**config.mk**
```make
export PLATFORM = sky130hd
export DESIGN_NAME = timer_match_interrupt_wakeup
export DESIGN_NICKNAME = d
export VERILOG_FILES = /design/src/verilog/timer_match_interrupt_wakeup.v
export VERILOG_INCLUDE_DIRS = /design/src /design/src/verilog
export SDC_FILE = /design/constraint.sdc
export NUM_CORES = 1
export LEC_CHECK = 0
export BUFFER_PORTS_ARGS = -buffer_cell sky130_fd_sc_hd__buf_2
export CAP_MARGIN = 20
export CORE_AREA = 2 2 108 110
export CTS_CLUSTER_DIAMETER = 40
export CTS_CLUSTER_SIZE = 16
export DETAILED_ROUTE_END_ITERATION = 7
export DIE_AREA = 0 0 110 112
export GPL_ROUTABILITY_DRIVEN = 0
export PLACE_DENSITY_LB_ADDON = 0.1
export SETUP_SLACK_MARGIN = 0.1
export SLEW_MARGIN = 0
export SYNTH_ARGS = -nofsm -noshare
export SYNTH_HDL_FRONTEND = slang
export SYNTH_SLANG_ARGS = --single-unit
```
**constraint.sdc**
```tcl
create_clock -name REF_CLK -period 2.62 [get_ports REF_CLK]
set_input_delay 0.393 -clock REF_CLK [delete_from_list [all_inputs] [get_ports REF_CLK]]
set_output_delay 0.393 -clock REF_CLK [all_outputs]
set_load 0.005 [all_outputs]
```
**src/verilog/tm_irq_defs.vh**
```
// register map, field positions and reset values of the timer match interrupt block
`ifndef TIMER_IRQ_DEFS_VH
`define TIMER_IRQ_DEFS_VH
`define ADDR_W          8
`define OFF_CTRL        8'h00
`define OFF_FLAGS       8'h04
`define OFF_STACK       8'h08
`define OFF_VECTOR      8'h0C
`define CTRL_GIE_BIT    0
`define CTRL_MFE_BIT    1
`define CTRL_AE_BIT     2
`define CTRL_PE_BIT     3
`define FLG_AF_BIT      0
`define FLG_PF_BIT      1
`define FLG_MFF_BIT     2
`define CTRL_RST        4'h0
`define FLAGS_RST       3'h0
`define STACK_DEPTH     4'h4
`define PC_W            12
`define MF_VECTOR_RST   12'h008
`endif

```
**src/verilog/timer_match_interrupt_wakeup.v**
```verilog
// timer comparator match interrupts, multi-function grouping, wake-up and irq entry/return
//
// Design decisions made here: the APB slave port and the register addresses.
`timescale 1ns/1ps
`include "tm_irq_defs.vh"
// Notes on behaviour
// - two timer sources share one multi-function vector
// - each match sets own flag; own enable
// - call vector when global, multi-function and pending source's own enable set, stack free
// - entry clears global enable, multi-function flag
// - rising request flag raises wake-up, clock-free
// - enables never gate the wake-up path
// - source flags stay set until software clears them; servicing clears only multi-function flag
// - only program counter pushed on entry
// - return-from-irq sets global enable; plain return not
// - multi-function flag set when source flag sets
module timer_match_interrupt_wakeup
(
    input  wire                REF_CLK,
    input  wire                RST_N,
    input  wire                PSEL,
    input  wire                PENABLE,
    input  wire                PWRITE,
    input  wire [7:0]          PADDR,
    input  wire [31:0]         PWDATA,
    output wire [31:0]         PRDATA,
    output wire                PREADY,
    output wire                PSLVERR,
    input  wire                MATCH_A,
    input  wire                MATCH_P,
    input  wire                INSTR_DONE,
    input  wire [`PC_W-1:0]    NEXT_PC,
    input  wire                CALL_PUSH,
    input  wire                RET_POP,
    input  wire                RETURN_FROM_IRQ,
    output wire                IRQ_CALL,
    output wire [`PC_W-1:0]    IRQ_VECTOR,
    output wire [`PC_W-1:0]    PUSH_PC,
    output wire [`PC_W-1:0]    RETURN_PC,
    output wire                STACK_FULL,
    output wire                WAKEUP
);
    reg              rst_s1_r;
    reg              rst_s2_r;
    wire             rst_n = rst_s2_r;
    reg  [3:0]       ctrl_r;
    reg  [2:0]       flags_r;
    reg  [2:0]       flags_nxt;
    reg  [31:0]      prdata_r;
    reg              wake_r;
    reg  [`PC_W-1:0] stack_r [0:3];
    reg  [2:0]       sp_r;
    wire             wr;
    wire             rd;
    wire             serv;
    wire             ret_any;
    wire             push_any;
    wire             src_req;
    wire             gates_open;
    wire [2:0]       rise;
    genvar           g;

    function automatic hit;
        input [7:0] a;
        input [7:0] off;
        begin
            hit = (a == off);
        end
    endfunction

    function automatic mapped;
        input [7:0] a;
        begin
            mapped = hit(a, `OFF_CTRL) | hit(a, `OFF_FLAGS)
                     | hit(a, `OFF_STACK) | hit(a, `OFF_VECTOR);
        end
    endfunction

    always @(posedge REF_CLK or negedge RST_N)
    begin
        if (!RST_N)
        begin
            rst_s1_r <= 1'b0;
            rst_s2_r <= 1'b0;
        end
        else
        begin
            rst_s1_r <= 1'b1;
            rst_s2_r <= rst_s1_r;
        end
    end

    assign wr      = PSEL & PENABLE & PWRITE;
    assign rd      = PSEL & ~PWRITE;
    assign PREADY  = 1'b1;
    assign PSLVERR = PSEL & PENABLE & ~mapped(PADDR);
    assign STACK_FULL = ({1'b0, sp_r} == `STACK_DEPTH);

    // a source counts only when its own flag and its own enable are set
    assign src_req = (flags_r[`FLG_AF_BIT] & ctrl_r[`CTRL_AE_BIT])
                     | (flags_r[`FLG_PF_BIT] & ctrl_r[`CTRL_PE_BIT]);
    assign gates_open = ctrl_r[`CTRL_GIE_BIT] & ctrl_r[`CTRL_MFE_BIT] & ~STACK_FULL;
    // service only at an instruction boundary, so the pushed pc is clean
    assign serv = INSTR_DONE & gates_open & flags_r[`FLG_MFF_BIT] & src_req;
    assign IRQ_CALL   = serv;
    assign IRQ_VECTOR = `MF_VECTOR_RST;
    assign PUSH_PC    = NEXT_PC;
    assign ret_any    = (RET_POP | RETURN_FROM_IRQ) & (sp_r != 3'h0);
    assign push_any   = (serv | CALL_PUSH) & ~STACK_FULL;
    assign RETURN_PC  = (sp_r == 3'h0) ? {`PC_W{1'b0}} : stack_r[sp_r[1:0] - 2'h1];

    always @*
    begin
        flags_nxt = flags_r;
        if (wr && hit(PADDR, `OFF_FLAGS))
            flags_nxt = PWDATA[2:0];
        if (serv)
            flags_nxt[`FLG_MFF_BIT] = 1'b0;
        // hardware sets win over software clears and over servicing
        if (MATCH_A)
            flags_nxt[`FLG_AF_BIT] = 1'b1;
        if (MATCH_P)
            flags_nxt[`FLG_PF_BIT] = 1'b1;
        if ((flags_nxt[`FLG_AF_BIT] & ~flags_r[`FLG_AF_BIT])
            | (flags_nxt[`FLG_PF_BIT] & ~flags_r[`FLG_PF_BIT]))
            flags_nxt[`FLG_MFF_BIT] = 1'b1;
    end

    always @(posedge REF_CLK or negedge rst_n)
    begin
        if (!rst_n)
        begin
            flags_r <= `FLAGS_RST;
        end
        else
        begin
            flags_r <= flags_nxt;
        end
    end

    // software write first; entry and return then override the global enable
    always @(posedge REF_CLK or negedge rst_n)
    begin
        if (!rst_n)
        begin
            ctrl_r <= `CTRL_RST;
        end
        else
        begin
            if (wr && hit(PADDR, `OFF_CTRL))
                ctrl_r <= PWDATA[3:0];
            if (serv)
                ctrl_r[`CTRL_GIE_BIT] <= 1'b0;
            else if (RETURN_FROM_IRQ && ret_any)
                ctrl_r[`CTRL_GIE_BIT] <= 1'b1;
        end
    end

    // push beats pop when both land in one cycle
    always @(posedge REF_CLK or negedge rst_n)
    begin
        if (!rst_n)
        begin
            sp_r <= 3'h0;
        end
        else if (push_any)
        begin
            sp_r <= sp_r + 3'h1;
        end
        else if (ret_any)
        begin
            sp_r <= sp_r - 3'h1;
        end
    end

    // read data taken in the setup cycle, so the access phase needs no wait
    always @(posedge REF_CLK or negedge rst_n)
    begin
        if (!rst_n)
        begin
            prdata_r <= 32'h0;
        end
        else if (rd && !PENABLE)
        begin
            case (1'b1)
                hit(PADDR, `OFF_CTRL):   prdata_r <= {28'h0, ctrl_r};
                hit(PADDR, `OFF_FLAGS):  prdata_r <= {29'h0, flags_r};
                hit(PADDR, `OFF_STACK):  prdata_r <= {29'h0, sp_r};
                hit(PADDR, `OFF_VECTOR): prdata_r <= {20'h0, IRQ_VECTOR};
                default:                 prdata_r <= 32'h0;
            endcase
        end
    end

    // stack holds the pc only; no other state is saved
    generate
        for (g = 0; g < 4; g = g + 1)
        begin : stk
            always @(posedge REF_CLK)
            begin
                if (push_any && sp_r[1:0] == g[1:0])
                    stack_r[g] <= NEXT_PC;
            end
        end
    endgenerate

    // wake-up is a rising edge on any flag, never masked by enables
    // comb term covers the rising cycle, the register the cycle after it
    assign rise = flags_nxt & ~flags_r;
    always @(posedge REF_CLK or negedge rst_n)
    begin
        if (!rst_n)
        begin
            wake_r <= 1'b0;
        end
        else
        begin
            wake_r <= |rise;
        end
    end
    // a source set high before sleep can never rise, so never wakes
    assign WAKEUP = wake_r | (|rise);
    assign PRDATA = prdata_r;
endmodule

```
# After elaboration in Yosys (flattened, before gate mapping)
# Memory sizes are Yosys's and may differ from the RTL's.
# Index checks and enable logic that the tools add are counted.
dict set report word_totals {
  latch_bits 0
  register_bits 45
  word_cells 100
  mem_bits_ro 0
  ram_bits 48
  in_bits 63
  out_inout_bits 73
  n_memories 1
}
# memory words width read_ports rd_clocked_by_memory_dff wr line
set mem_list {}
lappend mem_list {stack_r 4 12 1 0 1 timer_match_interrupt_wakeup.v:51} ;# reg [`PC_W-1:0] stack_r [0:3];
dict set report op_classes {
  n_mux 32
  n_reduce_logical 19
  magnitude_cmp 0
  n_addsub 3
  mul 0
  n_bitwise 30
  div_mod_pow 0
  shifts 0
  eq_ne 7
}
# op n
set ops {}
lappend ops {{$mux W12} 4}
lappend ops {{$reduce_or A12 Y1} 3}
lappend ops {{$mux W1} 18}
lappend ops {{$eq A8 B4 Y1 const B} 2}
lappend ops {{$mux W4} 4}
lappend ops {{$and A1 B1 Y1} 15}
lappend ops {{$mux W3} 3}
lappend ops {{$eq A8 B3 Y1 const B} 1}
lappend ops {{$logic_and A1 B1 Y1} 8}
lappend ops {{$logic_not A8 Y1} 1}
lappend ops {{$or A1 B1 Y1} 8}
lappend ops {{$mux W2} 3}
lappend ops {{$reduce_bool A3 Y1} 2}
lappend ops {{$not A1 Y1} 5}
lappend ops {{$eq A2 B2 Y1 const B} 2}
lappend ops {{$add A3 B1 Y3 const B} 1}
lappend ops {{$and A3 B3 Y3} 1}
lappend ops {{$eq A3 B3 Y1 const B} 1}
lappend ops {{$logic_not A3 Y1} 1}
lappend ops {{$not A3 Y3} 1}
lappend ops {{$reduce_or A3 Y1} 1}
lappend ops {{$sub A3 B1 Y3 const B} 1}
lappend ops {{$eq A2 B1 Y1 const B} 1}
lappend ops {{$logic_not A2 Y1} 1}
lappend ops {{other kinds (3)} 3}

# Depth between registers and ports, before layout
dict set report logic_depth {
  ltp_word 15
  depth_mapped 11
  mapped_depth_nobuf 9
}

# Worst setup path before layout
# No wires, ideal clock.
dict set report synth_path {
  kind {register -> register}
  startpoint {reg sp_r[0]}
  endpoint {mem stack_r[0][0] in the netlist's numbering (enable)}
  required_ns 2.268
  path_buffers 3
  setup_ns 0.352
  path_slack_ns 0.275
  stages_incl_launch_ff 8
  synth_period_minus_slack_ns 2.345
  t_arrival_ns 1.993
  path_cell_list {dfrtp_1 -> buf_2 -> buf_6 -> inv_1 -> ha_1 -> nor2b_1 -> clkbuf_1 -> o21a_1}
}
dict set report synth_between {
  elab_chain_len 15
  word_cells_on_any_way 33
  classes_between {eq/ne (4); mux (14); bitwise (7); reduce/logical (8)}
}
# item line
set synth_lines {}
lappend synth_lines {{from (decl)} timer_match_interrupt_wakeup.v:52} ;# reg [2:0] sp_r;
lappend synth_lines {{from (signal assigned)} timer_match_interrupt_wakeup.v:168} ;# sp_r <= sp_r + 3'h1;
lappend synth_lines {{from (signal assigned)} timer_match_interrupt_wakeup.v:172} ;# sp_r <= sp_r - 3'h1;
lappend synth_lines {{$eq A3 B3 Y1 (no line)} -}
lappend synth_lines {{$not A1 Y1} {timer_match_interrupt_wakeup.v:102, timer_match_interrupt_wakeup.v:109}}
lappend synth_lines {{$and A1 B1 Y1} timer_match_interrupt_wakeup.v:102} ;# assign gates_open = ctrl_r[`CTRL_GIE_BIT] & ctrl_r[`CTRL_MFE_BIT] & ~STACK_FULL;
lappend synth_lines {{$and A1 B1 Y1 (3 in a row)} timer_match_interrupt_wakeup.v:104} ;# assign serv = INSTR_DONE & gates_open & flags_r[`FLG_MFF_BIT] & src_req;
lappend synth_lines {{$or A1 B1 Y1} timer_match_interrupt_wakeup.v:109} ;# assign push_any = (serv | CALL_PUSH) & ~STACK_FULL;
lappend synth_lines {{$and A1 B1 Y1} timer_match_interrupt_wakeup.v:109}
lappend synth_lines {{$logic_and A1 B1 Y1} timer_match_interrupt_wakeup.v:201} ;# if (push_any && sp_r[1:0] == g[1:0])
lappend synth_lines {{$mux W1} timer_match_interrupt_wakeup.v:201}
lappend synth_lines {{$mux W1 (not written as such)} timer_match_interrupt_wakeup.v:202} ;# stack_r[g] <= NEXT_PC;
lappend synth_lines {{$reduce_or A12 Y1 (no line)} -}
lappend synth_lines {{$mux W2 (no line) / $mux W1 (equally long branches) (3 in a row)} -}
lappend synth_lines {{to (decl)} timer_match_interrupt_wakeup.v:51}
# Several ways; a longest one is shown, not always the timed one.

# Worst setup path in the final report
dict set report layout_path {
  startpoint {reg sp_r[1]}
  endpoint {out RETURN_PC[10]}
}
dict set report layout_between {
  elab_chain_len 3
  word_cells_on_any_way 4
  classes_between {add/sub (1); mux (1); reduce/logical (1); memory (1)}
}
# item line
set layout_lines {}
lappend layout_lines {{$sub A2 B1 Y2} timer_match_interrupt_wakeup.v:110} ;# assign RETURN_PC = (sp_r == 3'h0) ? {`PC_W{1'b0}} : stack_r[sp_r[1:0] - 2'h1];
lappend layout_lines {{$mem_v2 Z4 W12} -}
lappend layout_lines {{$mux W12 (*)} timer_match_interrupt_wakeup.v:110}
lappend layout_lines {{to (decl)} timer_match_interrupt_wakeup.v:39} ;# output wire [`PC_W-1:0] RETURN_PC,
# Mark *: on every way between the ends. The rest lies on a longest branch, timed or not.

==> summary.md <==
| Metric | Value |
|---|---|
| Synthesized area | 0.00326 mm2 |
| Final setup vio count | 0 |
| Vias in the first global route | 1,776 |
| Arrival time worst endpoint | 1.95 ns |
| Sw Share | 0.286 |
| Status | finished clean |
| Antenna diodes | 0 |
| Vias per Instance | 4.09 |
| Post-synthesis register bit count | 65 |
| Top post-synthesis cells by count | 53 x buf_4, 48 x edfxtp_1, 17 x dfrtp_1 |
| Clock skew | 0.00838 ns |
| Grt ovf | 0 |
| # rows | 39 |
| Antenna violations before repair | 0 |
| Period utilization | 0.894 |
| CTS root buf | clkbuf_16 |
| Post-CTS sizing | 0 |
| Synth top area share | 0.442 |
| Fin. Hold Viols | 0 |
| Global-route wire length before repair | 9290 um |
| Synthesized area per cell | 13.8 um2 |
| Critical path class | flop to output port |
| Area contributors post-synth | edfxtp_1 44%, dfrtp_1 13%, buf_4 12% |
| Layout cell share with drive strength beyond 1 | 0.357 |
| P_sw | 1.12 mW |
| Clk slew on worst S/H paths | 0.06 ns |
| Count of pins over their slew limit | 0 |
| Largest net degree at the start of global routing | 16 |
| Max Cap Viol | 0 |
| Reg2reg path depth | 8 |
| Worst-skew pair later-pin latency | 0.33 ns |
| CTS tree | yes |
| Maximum vdd ir drop | 0.376 mV |
| Yosys top cell by area | edfxtp_1 |
| Post-synth top flop | edfxtp_1 |
| Pre-antenna DRT Iters | 4 |
| CTS max path bufs | 2 |
| Synth Instances | 237 |
| Worst min-delay path category | flop to asynchronous set/reset pin |
| Top-count cell post-synth | buf_4 |
| Number of port buffers | 66 |
| Synth warn | 0 |
| Crit path time final | 2.34 ns |
| Clock Sinks | 65 |
| Post-layout net count | 374 |
| Max frequency | 427 MHz |
| H-tree depth | 3 |
| Die W | 110 um |
| Die area | 0.0123 mm2 |
| Crit start category | flop |
| ANT nets after route | 0 |
| RSZ-0062 raised after global routing | false |
| Worst r2r src | sp_r[1]$_DFFE_PN0P_ |
| Total core area | 0.0112 mm2 |
| Cell variety after synth | 44 |
| Finished Layout Cells | 454 |
| Height of the chip | 112 um |
| Critical Path RT | 2.23 ns |
| Hpwl dp | 4510 um |
| Ys async rst share | 0.262 |
| Syn-to-layout area delta | 19.6% |
| Dpl cells | 437 |
| Initial core utilization | 0.292 |
| Comb pwr share | 0.322 |
| Leakage | 1.71 nW |
| R2R Path End | sp_r[1]$_DFFE_PN0P_ |
| # IOs | 136 |
| Pint | 2.80 mW |
| Seq/Total Area, Yosys | 0.573 |
| Sequential share of power | 0.348 |
| DR DRC count | 0 |
| Setup TNS | 0 ns |
| DR iter-0 viols | 52 |
| CP Max Fanout | 6 |
| Slew @ Worst Pin | 0.637 ns |
| Gr usage total | 0.103 |
| Number of flops mapped to enable cells by yosys | 48 |
| Clock share of power | 0.330 |
| Via count | 1,857 |
| Rel. slew slack | 0.575 |
| Pwr Density | 1000 mW/mm2 |
| R2R setup slack | 0.50 ns |
| Crit end category | output port |
| CTS Buf Count | 9 |
| Drt wl/cell | 13.6 um |
| Routed WL | 6180 um |
==> cells in the final DEF, fill, tap and decap left out, types with 3 or more instances in the layout <==
master,netlist,final
nor2_1,9,9
mux2_2,3,3
ha_1,4,4
inv_1,12,12
clkbuf_16,0,9
and3_1,4,4
edfxtp_1,48,48
mux2i_1,4,4
nor2b_1,14,14
mux4_2,12,12
conb_1,2,42
o21ai_1,3,3
nand2_1,6,6
dfrtp_1,17,17
a21oi_1,7,7
buf_4,53,10
buf_2,3,66
==> layer usage <==
metal,part of all wire,global-route usage,wire (um),vias to the layer above
li1,-,-,-,901
met1,0.42,0.126,2610,879
met2,0.51,0.174,3140,70
met3,0.055,0.0211,342,7
met4,0.014,0.0456,87,0
met5,0,0,0,-
==> state kept, by name, indices dropped and copies added (netlist names) <==
signal / cells
sp_r: 3
PRDATA: 4
wake_r: 1
rst_n: 1
ctrl_r: 4
rst_s1_r: 1
flags_r: 3
stack_r: 48
==> power by group through the flow <==
| stage | clock, mW | sequential [mW] | combinational, mW |
|---|---|---|---|
| finish | 1.29 | 1.36 | 1.26 |
| global route | 1.37 | 1.38 | 1.43 |
| CTS | 1.33 | 1.36 | 1.32 |
| detailed placement | 0 | 1.38 | 1.32 |
| global placement | 0 | 1.38 | 1.31 |
| floorplan | 0 | 1.36 | 0.855 |
==> layout make-up <==
cell class	count	area, um2
clock buffers	9	225
flip-flops and latches	65	1870
inverters	12	45.0
well taps	143	179
fillers	1100	7270
repair buffers	77	415
multi-input cells	141	1070
clock inverters	7	103
==> how the worst max path moves through the flow <==
stage                              from  slack, ns                 endpoint
floorplan           sp_r[0]$_DFFE_PN0P_       0.27  stack_r[0][0]$_DFFE_PP_
global placement    sp_r[1]$_DFFE_PN0P_       0.52      sp_r[1]$_DFFE_PN0P_
detailed placement  sp_r[1]$_DFFE_PN0P_       0.49      sp_r[1]$_DFFE_PN0P_
CTS                 sp_r[1]$_DFFE_PN0P_       0.24            RETURN_PC[10]
global route        sp_r[1]$_DFFE_PN0P_       0.15             RETURN_PC[6]
finish              sp_r[1]$_DFFE_PN0P_       0.28            RETURN_PC[10]
==> stage by stage <==
step	instance area [um2]	worst slack, ns	hold slack, ns	utilization	total power [mW]
after floorplan	3410	0.275	0.0974	-	2.22
after global placement	3560	0.517	0.181	0.319	2.70
after detailed placement	3560	0.492	0.181	0.319	2.70
after CTS	3900	0.237	0.272	0.349	4.02
after global routing	3900	0.147	0.289	0.349	4.18
final	3900	0.278	0.263	0.349	3.91
==> cells by family (layout without fill, tap and decap cells) <==
group                    Yosys count  count (layout)  share of synthesized area
buffers and inverters             71             105                      0.146
flip-flops                        65              65                      0.573
AND/OR/NAND/NOR                   46              46                     0.0894
AO/OA/AOI/OAI                     27              27                     0.0564
multiplexers                      20              20                      0.109
adder cells (fa/ha/maj)            5               5                     0.0215
other                              2              42                    0.00230
XOR/XNOR                           1               1                    0.00269
==> what timing repair did <==
item,CTS,global route
endpoints found under the hold margin,2,0
buffers inserted,0,0
hold buffers,1,0
==> worst max-delay path, stage by stage, from the launching register on <==
cell     delay, ns
dfrtp_1       0.48
inv_1         0.11
ha_1          0.31
buf_4         0.17
mux4_2        0.29
nor2b_1       0.15
buf_2         0.12
(Power assumes the default switching activity.)
